===== src/verilog/cci_params.svh =====
// Constants for the comparator control block: register indices, field
// positions, reset values and timing counts.
// Assumes a 32-bit classic Wishbone slave, one register per aligned word.
`ifndef CCI_PARAMS_SVH
`define CCI_PARAMS_SVH

// ************************************************************
// Register indices (byte address = 4 * index)
// ************************************************************
`define CCI_IDX_CSR_A       6'h08
`define CCI_IDX_CSR_B       6'h09
`define CCI_IDX_IRQ_STAT    6'h0A
`define CCI_IDX_IRQ_CLR     6'h0B
`define CCI_IDX_IRQ_EN      6'h0C

// ************************************************************
// Field positions, control/status register A
// ************************************************************
`define CCI_A_POWER_OFF     7
`define CCI_A_BANDGAP       6
`define CCI_A_RESULT        5
`define CCI_A_FLAG          4
`define CCI_A_IRQ_EN        3
`define CCI_A_MUX_SUB       2
`define CCI_A_EVSEL_HI      1
`define CCI_A_EVSEL_LO      0

// ************************************************************
// Field positions, control/status register B
// ************************************************************
`define CCI_B_HYST_SEL      7
`define CCI_B_HYST_LEVEL    6
`define CCI_B_PAIR_HI       2
`define CCI_B_PAIR_LO       0

// ************************************************************
// Interrupt status layout
// ************************************************************
`define CCI_STAT_EVENT      0
`define CCI_STAT_CHANGE     1
`define CCI_STAT_W          2

// ************************************************************
// Reset values and limits
// ************************************************************
`define CCI_CTRL_A_RST      6'h00
`define CCI_CTRL_B_RST      5'h00
`define CCI_STAT_RST        2'h0
`define CCI_CONV_CH_MAX     6'h0A
`define CCI_SYNC_STAGES     2

`endif


===== src/verilog/cci_pkg.sv =====
// Types shared by the comparator control block.
// Assumes cci_params.svh supplies numeric constants.
package cci_pkg;

    typedef enum logic [1:0] {
        CCI_EV_TOGGLE   = 2'b00,
        CCI_EV_RESERVED = 2'b01,
        CCI_EV_FALL     = 2'b10,
        CCI_EV_RISE     = 2'b11
    } cci_event_mode_t;

    typedef enum logic [1:0] {
        CCI_POS_PIN0    = 2'b00,
        CCI_POS_PIN1    = 2'b01,
        CCI_POS_PIN2    = 2'b10,
        CCI_POS_BANDGAP = 2'b11
    } cci_pos_src_t;

    typedef enum logic [1:0] {
        CCI_NEG_PIN0    = 2'b00,
        CCI_NEG_PIN1    = 2'b01,
        CCI_NEG_PIN2    = 2'b10,
        CCI_NEG_CONV    = 2'b11
    } cci_neg_src_t;

    typedef enum logic {
        CCI_BUS_IDLE    = 1'b0,
        CCI_BUS_ACK     = 1'b1
    } cci_bus_state_t;

    typedef struct packed {
        logic            power_off;
        logic            bandgap_select;
        logic            irq_enable;
        logic            mux_substitute_enable;
        cci_event_mode_t event_select;
    } cci_ctrl_a_t;

    typedef struct packed {
        logic            hysteresis_select;
        logic            hysteresis_level;
        logic [2:0]      input_pair_select;
    } cci_ctrl_b_t;

    typedef struct packed {
        cci_pos_src_t    pos;
        cci_neg_src_t    neg;
        logic [3:0]      channel;
    } cci_route_t;

endpackage : cci_pkg


===== src/verilog/cci_comparator_ctrl.sv =====
// Control and status logic around an analog comparator: input routing,
// result synchroniser, event detection, interrupt flag and Wishbone slave.
// Assumes the analog core drives CMP_RAW asynchronously and that the
// converter and processor supply their enable and vector-taken signals.
//
// Contract
// The result bit is one when plus is above minus.
// The raw comparator output is synchronised into CLK before it reaches the result bit.
// The event-select field picks toggle, reserved, falling or rising as the trigger.
// The event flag is set whenever the synchronised result shows the selected event; the code takes no event while the disable bit is set.
// The flag clears on vector taken or a written one; a zero leaves it.
// A request needs flag, local enable and global enable.
// The disable bit removes comparator power and may be written at any time.
// Software disables the comparator interrupt before changing the disable bit.
// Software disables the comparator interrupt before rewriting the event-select field.
// Bandgap-select puts the internal reference on plus.
// Substitution with the converter off puts converter pins 0..10 on minus.
// Without substitution minus is a dedicated pin.
// Without substitution the select field picks one of six pin pairs.
// With substitution the select field picks only the plus pin.
// The hysteresis-select bit enables hysteresis, the level bit picks 20mV or 50mV.
// The result bit is read-only and every other control bit resets to zero.
// Edges compare the synchronised result with its previous value.
//
// Decided for this implementation: register access over Wishbone.
`timescale 1ns/10ps
`include "cci_params.svh"
module cci_comparator_ctrl (
    input  logic        CLK,
    input  logic        RST,
    input  logic        WB_CYC_I,
    input  logic        WB_STB_I,
    input  logic        WB_WE_I,
    input  logic [7:0]  WB_ADR_I,
    input  logic [3:0]  WB_SEL_I,
    input  logic [31:0] WB_DAT_I,
    output logic [31:0] WB_DAT_O,
    output logic        WB_ACK_O,
    input  logic        CMP_RAW,
    input  logic        CONVERTER_ENABLE,
    input  logic [5:0]  CONVERTER_CHANNEL_CODE,
    input  logic        GLOBAL_IRQ_ENABLE,
    input  logic        VECTOR_TAKEN,
    output logic [1:0]  POS_INPUT_SEL,
    output logic [1:0]  NEG_INPUT_SEL,
    output logic [3:0]  NEG_CHANNEL_SEL,
    output logic        CMP_POWER_OFF,
    output logic        HYST_ENABLE,
    output logic        HYST_LEVEL,
    output logic        CMP_IRQ_REQ,
    output logic        IRQ
);

    // ************************************************************
    // State
    // ************************************************************
    cci_pkg::cci_bus_state_t bus_state;
    cci_pkg::cci_bus_state_t next_bus_state;
    cci_pkg::cci_ctrl_a_t    ctrl_a;
    cci_pkg::cci_ctrl_a_t    next_ctrl_a;
    cci_pkg::cci_ctrl_b_t    ctrl_b;
    cci_pkg::cci_ctrl_b_t    next_ctrl_b;
    cci_pkg::cci_route_t     route;
    logic                    cmp_event_flag;
    logic                    next_cmp_event_flag;
    logic [`CCI_STAT_W-1:0]  irq_stat;
    logic [`CCI_STAT_W-1:0]  next_irq_stat;
    logic [`CCI_STAT_W-1:0]  irq_en;
    logic [`CCI_STAT_W-1:0]  next_irq_en;
    logic                    cmp_result;
    logic                    result_prev;
    logic [31:0]             next_rdata;

    // ************************************************************
    // Bus decode
    // ************************************************************
    wire [5:0] reg_idx   = WB_ADR_I[7:2];
    wire       bus_req   = WB_CYC_I & WB_STB_I & (bus_state == cci_pkg::CCI_BUS_IDLE);
    wire       wr_lane0  = bus_req & WB_WE_I & WB_SEL_I[0];
    wire       hit_a     = reg_idx == `CCI_IDX_CSR_A;
    wire       hit_b     = reg_idx == `CCI_IDX_CSR_B;
    wire       hit_stat  = reg_idx == `CCI_IDX_IRQ_STAT;
    wire       hit_clr   = reg_idx == `CCI_IDX_IRQ_CLR;
    wire       hit_en    = reg_idx == `CCI_IDX_IRQ_EN;
    wire       wr_a      = wr_lane0 & hit_a;
    wire       wr_b      = wr_lane0 & hit_b;
    wire       wr_clr    = wr_lane0 & hit_clr;
    wire       wr_en     = wr_lane0 & hit_en;
    wire [7:0] wdat      = WB_DAT_I[7:0];

    // Ack comes one cycle after the request and drops the cycle after
    always_comb begin
        unique case (bus_state)
            cci_pkg::CCI_BUS_IDLE: begin
                next_bus_state = bus_req ? cci_pkg::CCI_BUS_ACK : cci_pkg::CCI_BUS_IDLE;
            end
            cci_pkg::CCI_BUS_ACK: begin
                next_bus_state = cci_pkg::CCI_BUS_IDLE;
            end
        endcase
    end

    // ************************************************************
    // Result synchroniser and edge detection
    // ************************************************************
    // Raw output is high when plus is above minus in the analog core
    cci_sync u_sync (
        .clk (CLK),
        .rst (RST),
        .d   (CMP_RAW),
        .q   (cmp_result)
    );

    wire res_rise   = cmp_result & ~result_prev;
    wire res_fall   = ~cmp_result & result_prev;
    wire res_change = cmp_result ^ result_prev;

    // An unpowered comparator gives no meaningful edges, so none are taken
    wire edges_ok   = ~ctrl_a.power_off;

    logic sel_event;
    always_comb begin
        unique case (ctrl_a.event_select)
            cci_pkg::CCI_EV_TOGGLE:   sel_event = res_change;
            cci_pkg::CCI_EV_RESERVED: sel_event = 1'b0;
            cci_pkg::CCI_EV_FALL:     sel_event = res_fall;
            cci_pkg::CCI_EV_RISE:     sel_event = res_rise;
        endcase
    end

    wire event_hit  = sel_event & edges_ok;
    wire change_hit = res_change & edges_ok;

    // ************************************************************
    // Event flag
    // ************************************************************
    // A set in the same cycle as a clear wins, so no event is lost
    wire flag_clear = VECTOR_TAKEN | (wr_a & wdat[`CCI_A_FLAG]);
    assign next_cmp_event_flag = event_hit | (cmp_event_flag & ~flag_clear);

    // ************************************************************
    // Control registers
    // ************************************************************
    always_comb begin
        next_ctrl_a = ctrl_a;
        if (wr_a) begin
            next_ctrl_a.power_off             = wdat[`CCI_A_POWER_OFF];
            next_ctrl_a.bandgap_select        = wdat[`CCI_A_BANDGAP];
            next_ctrl_a.irq_enable            = wdat[`CCI_A_IRQ_EN];
            next_ctrl_a.mux_substitute_enable = wdat[`CCI_A_MUX_SUB];
            next_ctrl_a.event_select          =
                cci_pkg::cci_event_mode_t'(wdat[`CCI_A_EVSEL_HI:`CCI_A_EVSEL_LO]);
        end
    end

    always_comb begin
        next_ctrl_b = ctrl_b;
        if (wr_b) begin
            next_ctrl_b.hysteresis_select = wdat[`CCI_B_HYST_SEL];
            next_ctrl_b.hysteresis_level  = wdat[`CCI_B_HYST_LEVEL];
            next_ctrl_b.input_pair_select = wdat[`CCI_B_PAIR_HI:`CCI_B_PAIR_LO];
        end
    end

    // ************************************************************
    // Interrupt status, clear and enable
    // ************************************************************
    wire [`CCI_STAT_W-1:0] stat_set;
    wire [`CCI_STAT_W-1:0] stat_clr = wr_clr ? wdat[`CCI_STAT_W-1:0] : `CCI_STAT_RST;

    assign stat_set[`CCI_STAT_EVENT]  = event_hit;
    assign stat_set[`CCI_STAT_CHANGE] = change_hit;

    genvar gi;
    generate
        for (gi = 0; gi < `CCI_STAT_W; gi = gi + 1) begin : g_stat
            // Set beats clear in the same cycle
            assign next_irq_stat[gi] = stat_set[gi] | (irq_stat[gi] & ~stat_clr[gi]);
        end
    endgenerate

    assign next_irq_en = wr_en ? wdat[`CCI_STAT_W-1:0] : irq_en;

    // Processor request needs flag, local enable and global enable
    wire next_cmp_irq_req = next_cmp_event_flag & next_ctrl_a.irq_enable
                            & GLOBAL_IRQ_ENABLE;
    wire next_irq         = |(next_irq_stat & next_irq_en);

    // ************************************************************
    // Input routing
    // ************************************************************
    // Substitution only when the converter is switched off
    wire ctrl_b_sub_ok = CONVERTER_CHANNEL_CODE <= `CCI_CONV_CH_MAX;
    wire mux_sub   = ctrl_b_sub_ok & ctrl_a.mux_substitute_enable & ~CONVERTER_ENABLE;
    wire [2:0] sel = ctrl_b.input_pair_select;

    cci_pkg::cci_pos_src_t pin_pos;
    cci_pkg::cci_neg_src_t pin_neg;
    cci_pkg::cci_pos_src_t sub_pos;
    cci_pkg::cci_route_t   next_route;

    always_comb begin
        unique case (sel)
            3'h0: begin
                pin_pos = cci_pkg::CCI_POS_PIN0;
                pin_neg = cci_pkg::CCI_NEG_PIN1;
            end
            3'h1: begin
                pin_pos = cci_pkg::CCI_POS_PIN0;
                pin_neg = cci_pkg::CCI_NEG_PIN2;
            end
            3'h2: begin
                pin_pos = cci_pkg::CCI_POS_PIN1;
                pin_neg = cci_pkg::CCI_NEG_PIN0;
            end
            3'h3: begin
                pin_pos = cci_pkg::CCI_POS_PIN1;
                pin_neg = cci_pkg::CCI_NEG_PIN2;
            end
            3'h4: begin
                pin_pos = cci_pkg::CCI_POS_PIN2;
                pin_neg = cci_pkg::CCI_NEG_PIN0;
            end
            default: begin
                pin_pos = cci_pkg::CCI_POS_PIN2;
                pin_neg = cci_pkg::CCI_NEG_PIN1;
            end
        endcase
    end

    // Only the positive pin is chosen while minus comes from the converter
    always_comb begin
        if (sel[2]) begin
            sub_pos = cci_pkg::CCI_POS_PIN2;
        end else if (sel[1]) begin
            sub_pos = cci_pkg::CCI_POS_PIN1;
        end else begin
            sub_pos = cci_pkg::CCI_POS_PIN0;
        end
    end

    always_comb begin
        next_route.pos     = mux_sub ? sub_pos : pin_pos;
        next_route.neg     = pin_neg;
        next_route.channel = 4'h0;
        if (mux_sub) begin
            next_route.neg     = cci_pkg::CCI_NEG_CONV;
            next_route.channel = CONVERTER_CHANNEL_CODE[3:0];
        end
        if (ctrl_a.bandgap_select) begin
            next_route.pos = cci_pkg::CCI_POS_BANDGAP;
        end
    end

    // ************************************************************
    // Read data
    // ************************************************************
    wire [7:0] rd_a = {ctrl_a.power_off, ctrl_a.bandgap_select, cmp_result,
                       cmp_event_flag, ctrl_a.irq_enable, ctrl_a.mux_substitute_enable,
                       ctrl_a.event_select};
    wire [7:0] rd_b = {ctrl_b.hysteresis_select, ctrl_b.hysteresis_level, 3'h0,
                       ctrl_b.input_pair_select};

    always_comb begin
        next_rdata = 32'h0000_0000;
        if (hit_a) begin
            next_rdata[7:0] = rd_a;
        end else if (hit_b) begin
            next_rdata[7:0] = rd_b;
        end else if (hit_stat) begin
            next_rdata[`CCI_STAT_W-1:0] = irq_stat;
        end else if (hit_en) begin
            next_rdata[`CCI_STAT_W-1:0] = irq_en;
        end
    end

    // ************************************************************
    // Flip-flops
    // ************************************************************
    always_ff @(posedge CLK or posedge RST) begin
        if (RST) begin
            bus_state <= cci_pkg::CCI_BUS_IDLE;
            WB_ACK_O  <= 1'b0;
            WB_DAT_O  <= 32'h0000_0000;
        end else begin
            bus_state <= next_bus_state;
            WB_ACK_O  <= bus_req;
            WB_DAT_O  <= (bus_req & ~WB_WE_I) ? next_rdata : 32'h0000_0000;
        end
    end

    always_ff @(posedge CLK or posedge RST) begin
        if (RST) begin
            ctrl_a         <= cci_pkg::cci_ctrl_a_t'(`CCI_CTRL_A_RST);
            ctrl_b         <= cci_pkg::cci_ctrl_b_t'(`CCI_CTRL_B_RST);
            cmp_event_flag <= 1'b0;
            result_prev    <= 1'b0;
        end else begin
            ctrl_a         <= next_ctrl_a;
            ctrl_b         <= next_ctrl_b;
            cmp_event_flag <= next_cmp_event_flag;
            result_prev    <= cmp_result;
        end
    end

    always_ff @(posedge CLK or posedge RST) begin
        if (RST) begin
            irq_stat    <= `CCI_STAT_RST;
            irq_en      <= `CCI_STAT_RST;
            CMP_IRQ_REQ <= 1'b0;
            IRQ         <= 1'b0;
        end else begin
            irq_stat    <= next_irq_stat;
            irq_en      <= next_irq_en;
            CMP_IRQ_REQ <= next_cmp_irq_req;
            IRQ         <= next_irq;
        end
    end

    // Routing follows the register image one cycle later; power and hysteresis controls load in the same cycle as the registers
    always_ff @(posedge CLK or posedge RST) begin
        if (RST) begin
            route         <= '{cci_pkg::CCI_POS_PIN0, cci_pkg::CCI_NEG_PIN1, 4'h0};
            CMP_POWER_OFF <= 1'b0;
            HYST_ENABLE   <= 1'b0;
            HYST_LEVEL    <= 1'b0;
        end else begin
            route         <= next_route;
            CMP_POWER_OFF <= next_ctrl_a.power_off;
            HYST_ENABLE   <= next_ctrl_b.hysteresis_select;
            HYST_LEVEL    <= next_ctrl_b.hysteresis_level;
        end
    end

    assign POS_INPUT_SEL   = route.pos;
    assign NEG_INPUT_SEL   = route.neg;
    assign NEG_CHANNEL_SEL = route.channel;

endmodule : cci_comparator_ctrl


===== src/verilog/cci_sync.sv =====
// Two-stage level synchroniser for the raw comparator output.
// Assumes the input is asynchronous to CLK.
`timescale 1ns/10ps
module cci_sync (
    input  logic clk,
    input  logic rst,
    input  logic d,
    output logic q
);
    logic meta;

    // First stage feeds the second stage only
    always_ff @(posedge clk or posedge rst) begin
        if (rst) begin
            meta <= 1'b0;
            q    <= 1'b0;
        end else begin
            meta <= d;
            q    <= meta;
        end
    end
endmodule : cci_sync


===== config.mk =====
export PLATFORM = sky130hd
export DESIGN_NAME = cci_comparator_ctrl
export DESIGN_NICKNAME = d
export VERILOG_FILES = /design/src/verilog/cci_pkg.sv /design/src/verilog/cci_comparator_ctrl.sv /design/src/verilog/cci_sync.sv
export VERILOG_INCLUDE_DIRS = /design/src /design/src/verilog
export SDC_FILE = /design/constraint.sdc
export NUM_CORES = 1
export LEC_CHECK = 0
export BUFFER_PORTS_ARGS = -buffer_cell sky130_fd_sc_hd__buf_2
export CAP_MARGIN = 20
export CORE_ASPECT_RATIO = 1.25
export CORE_MARGIN = 5
export CORE_UTILIZATION = 43
export DETAILED_ROUTE_END_ITERATION = 10
export GPL_TIMING_DRIVEN = 0
export PLACE_DENSITY = 0.79
export SYNTH_ARGS = -nofsm -noshare
export SYNTH_HDL_FRONTEND = slang
export SYNTH_SLANG_ARGS = --single-unit

===== constraint.sdc =====
create_clock -name CLK -period 1.8 [get_ports CLK]
set_input_delay 0.09 -clock CLK [delete_from_list [all_inputs] [get_ports CLK]]
set_output_delay 0.09 -clock CLK [all_outputs]
set_load 0.1 [all_outputs]

# [After elaboration in Yosys (flattened, before gate mapping)]
# Index checks and enable logic that the tools add are counted.
[totals] input_bits=59 memories=0 rom_bits=0 elab_cells=97 ramBits=0 output_inout_bits=46 ff_bits=39 latch_bits=0
[classes] n_mux=19 n_addsub=0 n_eq_ne=12 multipliers=0 n_reduce_logical=7 shift=0 n_div=0 order_cmp=1 bitwise_logic=36
[ops] operator="$eq A6 B4 Y1 const B" count=5
[ops] operator="$and A1 B1 Y1" count=21
[ops] operator="$mux W2" count=8
[ops] operator="$mux W8" count=2
[ops] operator="$mux W6" count=2
[ops] operator="$reduce_or A2 Y1" count=5
[ops] operator="$not A1 Y1" count=9
[ops] operator="$pmux W2 S2" count=2
[ops] operator="$eq A3 B2 Y1 const B" count=2
[ops] operator="$le A6 B4 Y1 const B" count=1
[ops] operator="$eq A2 B2 Y1 const B" count=2
[ops] operator="$mux W4" count=1
[ops] operator="$or A1 B1 Y1" count=4
[ops] operator="$pmux W1 S4" count=1
[ops] operator="$eq A3 B1 Y1 const B" count=1
[ops] operator="$eq A3 B3 Y1 const B" count=1
[ops] operator="$logic_not A3 Y1" count=1
[ops] operator="$and A2 B2 Y2" count=1
[ops] operator="$eq A2 B1 Y1 const B" count=1
[ops] operator="$logic_not A2 Y1" count=1
[ops] operator="$mux W1" count=2
[ops] operator="$pmux W1 S2" count=1
[ops] operator="$xor A1 B1 Y1" count=1

# [Logic depth before layout (Yosys ltp)]
# Gate-level depths: netlist (run 1).
[logic_depth] depth_word=12 depth_mapped=6 depth_no_buf=6

# [Modules after synthesis]
# From an unflattened synthesis (run 1), not the netlist that was laid out.
[hier_totals] hier_cells=152 area_unflattened_um2=1826.8
[modules_own_cells] module="cci_comparator_ctrl" n_inst=1 area_per_inst_um2=1773.0 cells_per_inst=149
[modules_own_cells] module="cci_sync" n_inst=1 area_per_inst_um2=53.8 cells_per_inst=3

# [Worst setup path after synthesis (run 1)]
# OpenSTA, ideal clock, no wires.
[synth_timing] path_kind="reg-to-reg" from="register bus_state" to="register CMP_IRQ_REQ" t_required_ps=1680 arrival_ps=1509 setup_slack_ps=171 path_buffers=2 path_stages_with_launch=7 path_cell_list="dfrtp_1 -> and3b_1 -> clkbuf_1 -> and4_1 -> buf_6 -> mux2_4 -> and3_1"
[synth_rtl] item="from (decl)" line="cci_comparator_ctrl.sv:57" rtl="cci_pkg::cci_bus_state_t bus_state;"
[synth_rtl] item="from (signal assigned)" line="cci_comparator_ctrl.sv:282" rtl="bus_state <= cci_pkg::CCI_BUS_IDLE;"
[synth_rtl] item="from (signal assigned)" line="cci_comparator_ctrl.sv:286" rtl="bus_state <= next_bus_state;"
[synth_rtl] item="to (signal assigned)" line="cci_comparator_ctrl.sv:315" rtl="CMP_IRQ_REQ <= next_cmp_irq_req;"
[synth_rtl] item="to (decl)" line="cci_comparator_ctrl.sv:50" rtl="output logic CMP_IRQ_REQ,"

==> flow_summary.ini, run 1 <==
[floorplan]
initial_core_util_pct = 44.5
coreArea_um2 = 4100
die_h_um = 82.8
die_x_um = 68.2
io_pins = 105
rows = 26
die-area_um2 = 5650

[detailed_routing]
routed_via_density = 4.47
vias = 1292
wl_per_cell_um = 12.6
ant_nets = 0
drc = 0
drt-initial-drc-count = 37
dr.pass1.iters = 4
wirelength_mm = 3.63

[placed_design]
io_buffers = 49
place_congestion = 0.868
post-place-cells = 280
dp_hpwl_mm = 2.93
placed_area_um2 = 2250

[finish]
fin_cells = 289
drive_gt1_share_pct = 46.4
layout.nets = 293
area_growth_pct = 30.2
diodes = 0
stdcell_area_um2 = 2370

[synth]
synth_ff_type = dfrtp_1
yosysUniqueCellTypes = 37
synthesis.area_um2 = 1820
yosys_warnings = 0
synth_area_per_cell_um2 = 12.1
synthTopCellsByArea = dfrtp_1, buf_4, mux2_2, and2_1, mux2i_1
synth_top_area_share_pct = 52.2
ys_seq_area_share_pct = 53.6
ys_ff_latch = 39
synthArstFlopShare_pct = 100
synth_edf_count = 0
yosysTopAreaCell = dfrtp_1
synthCells = 151

[grt]
antenna_found_initial = 0
grt_max_degree = 22
grt.total_usage_pct = 14.0
first_global_vias = 1247
grt_pass1_wl_mm = 5.75
overflow = 0

[flow_run]
maxCapViolCount = 0

[cts]
cts-root-buf = clkbuf_8
cts_buffers = 5
clock_latency_ps = 290
cts_num_sinks = 39
htreeDepth = 2
cts_tree = done
clk_pin_slew_ps = 70
post_cts_buffers = 0
clockBufferDepth = 2

[timing]
finalHoldViolations = 0
period_needed_ps = 1680
worstMarginPinSlew_ps = 734
grt_setup_unrepaired = false
relSlewSlack_pct = 51.0
holdWs_ps = 19.4
fmax_mhz = 595
post-route-period-util_pct = 93.4
finalSetupViolCount = 0
slew_viol_final = 0
skew_ps = 6.30

[critical_path]
max_stage_delay_ps = 390
crit_slowest_cell = dfrtp_1
worstSetupStartpointType = register
critPathArrivalTime_ps = 1860
critPathMaxFanout = 7
cp-end-kind = register
crit_family = simple AND/OR/NAND/NOR gates
crit_buf_inv = 1
crit_type = register to register
r2r_setup_slack_ps = 120
path_cells = and3b_1, and4_1, buf_6, mux2_4, and3_1
critPathRequiredTime_ps = 1980

[hold_path]
hold_class = input port to register

[power_and_ir_drop]
p_per_area_nw_per_um2 = 822
power.leakage_nw = 1.34
peakVddDrop_uv = 393

[outcome]
run_status = finished, final reports clean
==> registers in the layout, summed over array words and instances (netlist names), 2 cells and up <==
name / flops
ctrl_a: 5
sel: 3
WB_DAT_O: 8
NEG_INPUT_SEL: 2
irq_en: 2
NEG_CHANNEL_SEL: 4
irq_stat: 2
POS_INPUT_SEL: 2
==> cell families (layout without fill, tap and decap cells) <==
family / Yosys count / after routing / share of synthesized area (%)
compound gates: 15 / 15 / 5.77
fa+ha+maj: 2 / 2 / 1.37
buf+inv: 35 / 94 / 12.7
flops: 39 / 39 / 53.6
mux: 17 / 17 / 10.5
other cells: 1 / 24 / 0.206
simple gates: 42 / 42 / 15.9
==> metrics by stage <==
stage	utilization (%)	power, W	setup TNS, ps	worst slack (ps)
2_1_floorplan	-	0.00131	0	171
3_3_place_gp	54.3	0.00137	0	20.7
3_5_place_dp	54.9	0.00138	-26.6	-10.3
4_1_cts	57.7	0.00197	0	22.7
5_1_grt	57.9	0.00204	0	24.1
6_report	57.9	0.00195	0	120
==> timing repair <==
item | CTS | global route
endpoints found under the hold margin | 19 | 0
resized for setup | 1 | 2
hold buffers | 2 | 0
setup endpoints to repair | 5 | 10
==> Yosys cell counts (3+ instances only) <==
library cell and instances:
nor2_1 7, and2_1 6, mux2i_1 3, and3_1 3, inv_1 7, buf_4 24, dfrtp_1 38, nand4_1 3
a21o_1 3, mux2_2 13
==> layout by cell type, fill, tap and decap left out, drive strengths merged, types with 2 or more instances in the layout <==
cell type    count
dlygate4sd3      2
buf             77
ha               2
nor2b            2
o22ai            2
mux2i            3
nor3b            2
and3b            2
mux2            14
inv              7
nor2             7
dfrtp           38
and2             6
nor4bb           2
nand4            3
clkbuf           7
nor4             2
a21oi            2
conb            24
nor3             2
a22oi            2
o2bb2ai          2
and4             4
and3             3
a21o             3
or2              2
o21ai            2
nand2            2
==> worst paths after layout <==
kind / start / to / cells after the start
worst max-delay path: bus_state$_DFF_PP0_ / CMP_IRQ_REQ$_DFF_PP0_ / 5
worst min-delay path: CONVERTER_CHANNEL_CODE[1] / NEG_CHANNEL_SEL[1]$_DFF_PP0_ / 2
worst max register to register: bus_state$_DFF_PP0_ / CMP_IRQ_REQ$_DFF_PP0_ / 5
worst min register to register: u_sync.meta$_DFF_PP0_ / u_sync.q$_DFF_PP0_ / 0
max in group asynchronous: RST / NEG_INPUT_SEL[0]$_DFF_PP1_ / 4
min in group asynchronous: RST / NEG_CHANNEL_SEL[1]$_DFF_PP0_ / 3
==> metal layers <==
| layer | part of all wire [%] | vias up | global-route usage [%] |
|---|---|---|---|
| met4 | 1.8 | 0 | 5.96 |
| met2 | 55 | 38 | 24.5 |
| met1 | 39 | 610 | 16.3 |
| met3 | 5.0 | 5 | 2.83 |
| met5 | 0 | - | 0 |
| li1 | - | 639 | - |
==> cell type report <==
class,count,area [µm²]
Fill cell,367,1730
Sequential cell,39,977
Multi-Input combinational cell,100,714
Timing Repair Buffer,52,293
Buffer,27,201
Clock buffer,7,86.3
Tap cell,56,70.1
Inverter,7,26.3
Clock inverter,1,5.00
==> report_power, final <==
| group | switching, W | total (W) | internal (W) |
|---|---|---|---|
| registers | 0.0000118 | 0.000910 | 0.000898 |
| clock network | 0.000274 | 0.000582 | 0.000308 |
| logic | 0.000356 | 0.000460 | 0.000104 |
(Power assumes the default switching activity.)
==> run 2, diff against run 1 <==
CELL_PAD_IN_SITES_DETAIL_PLACEMENT = 0   (was default)
CELL_PAD_IN_SITES_GLOBAL_PLACEMENT = 2   (was default)
CORE_UTILIZATION = 25   (was 43)
PLACE_DENSITY = default   (was 0.79)
PLACE_DENSITY_LB_ADDON = 0.1   (was default)
==> run 2 against run 1 <==
- register-to-register slack hardly changed
- combinational power is 1% lower
- critical path depth stayed put
- wire length is 17% higher
- via count is 0.85% lower
==> flow_summary.ini, run 2 (synthesized netlist as in run 1, its figures left out) <==
[timing]
grt_setup_unrepaired = false
post-route-period-util_pct = 92.6
finalWorstSetupSlack_ps = 132
worstMarginPinSlew_ps = 821
finalSetupViolCount = 0
slew_viol_final = 0
fin_setup_tns_ps = 0
relSlewSlack_pct = 45.2
finalHoldViolations = 0
fmax_mhz = 600
skew_ps = 4.21
period_needed_ps = 1670

[cts]
cts_tree = done
post_cts_buffers = 0
clock_latency_ps = 290
clk_pin_slew_ps = 80
cts-root-buf = clkbuf_8
clockBufferDepth = 2
cts_num_sinks = 39
cts_buffers = 5
htreeDepth = 2

[detailed_routing]
dr.pass1.iters = 4
drt-initial-drc-count = 31
wl_per_cell_um = 13.2
drc = 0
routed_via_density = 3.98
wirelength_mm = 4.26
vias = 1281
ant_nets = 0

[hold_path]
hold_class = input port to register
holdPathEnd = cmp_event_flag$_DFF_PP0_
holdPathStages = 2
hold_start = VECTOR_TAKEN

[finish]
final_common_cell = buf_2
stdcell_area_um2 = 2430
largest_register = WB_DAT_O
area_growth_pct = 33.1
largest_reg_flops = 8
diodes = 0
seqCellArea_um2 = 977
layout.nets = 292
multi_input_comb_area_um2 = 711
drive_gt1_share_pct = 47.0
fillCellCount = 744
final_cell_mix = buf_2, dfrtp_1, buf_4, conb_1, mux2_2

[critical_path]
critPathMaxFanout = 7
path_cells = and3b_2, and4_1, buf_6, mux2_4, and3_1
r2r_setup_slack_ps = 130
cp-end-kind = register
rr_worst_depth = 5
reg2reg_to = CMP_IRQ_REQ$_DFF_PP0_
worstSetupStartpointType = register
max_stage_delay_ps = 400
critPathRequiredTime_ps = 1980
critPathArrivalTime_ps = 1850
worstReg2RegStart = bus_state$_DFF_PP0_
crit_type = register to register
crit_slowest_cell = dfrtp_1

[placed_design]
io_buffers = 49
place_congestion = 0.675
dp_hpwl_mm = 3.27
post-place-ws_ps = -81.9
placed_area_um2 = 2270

[power_and_ir_drop]
power.leakage_nw = 1.34
peakVddDrop_uv = 411
p_per_area_nw_per_um2 = 919

[floorplan]
die_x_um = 86.4
die-area_um2 = 9110
die_h_um = 105
io_pins = 105
initial_core_util_pct = 26.0
coreArea_um2 = 7020
rows = 34

[grt]
grt.total_usage_pct = 9.69
grt_busiest_layer = met2
use_met2_pct = 16.4
overflow = 0
grt_pass1_wl_mm = 6.80
grt.met3_usage_pct = 2.97
use_met1_pct = 11.4
grt_max_degree = 40
first_global_vias = 1370
antenna_found_initial = 0

[flow_run]
maxCapViolCount = 0

[outcome]
run_status = finished, final reports clean
run 2: area by class of cell:
cell class / count / share of cell area (%)
Sequential cell: 39 / 40.3
Multi-Input combinational cell: 100 / 29.3
Tap cell: 90 / 4.64
Clock inverter: 2 / 2.48
Buffer: 27 / 8.30
Inverter: 7 / 1.08
Clock buffer: 6 / 2.99
Timing Repair Buffer: 51 / 10.9
run 2: timing repair:
item	in CTS	in global routing
gates resized for setup	2	1
hold buffers	2	0
setup endpoints to repair	9	1
hold endpoints to repair	34	0
run 2: routing by layer:
| layer | vias up | wire, µm |
|---|---|---|
| met5 | - | 0 |
| met4 | 0 | 70 |
| met3 | 6 | 302 |
| met2 | 39 | 2130 |
| met1 | 598 | 1760 |
| li1 | 638 | - |
run 2: critical path: cells and delay by family, from the launching register on:
family / cells / cell delay [ps]
flip-flops: 1 / 400
multiplexers: 1 / 310
buffers and inverters: 1 / 150
AND/OR/NAND/NOR: 3 / 700
run 2: metrics by stage:
step | std cells | power (W) | utilization (%) | hold slack [ps]
global route | 322 | 0.00232 | 34.6 | 26.3
detailed placement | 313 | 0.00138 | 32.3 | 200
CTS | 322 | 0.00225 | 34.5 | 16.2
global placement | 313 | 0.00138 | 32.3 | 200
floorplan | 174 | 0.00131 | - | 121
finish | 322 | 0.00223 | 34.6 | 23.7
run 2: where the power goes:
group          switching (W)  leakage, nW  internal (W)
logic               0.000358        0.759     0.0000977
registers          0.0000113        0.518      0.000897
clock network       0.000312       0.0654      0.000554
total               0.000680         1.34       0.00155
run 2: how the worst max path moves through the flow:
stage,startpoint,end,depth (start not counted)
after floorplan,bus_state$_DFF_PP0_,CMP_IRQ_REQ$_DFF_PP0_,6
after CTS,bus_state$_DFF_PP0_,CMP_IRQ_REQ$_DFF_PP0_,5
final,bus_state$_DFF_PP0_,CMP_IRQ_REQ$_DFF_PP0_,5
after detailed placement,bus_state$_DFF_PP0_,HYST_LEVEL$_DFFE_PP0P_,5
after global routing,u_sync.q$_DFF_PP0_,IRQ$_DFF_PP0_,6
after global placement,bus_state$_DFF_PP0_,HYST_LEVEL$_DFFE_PP0P_,5
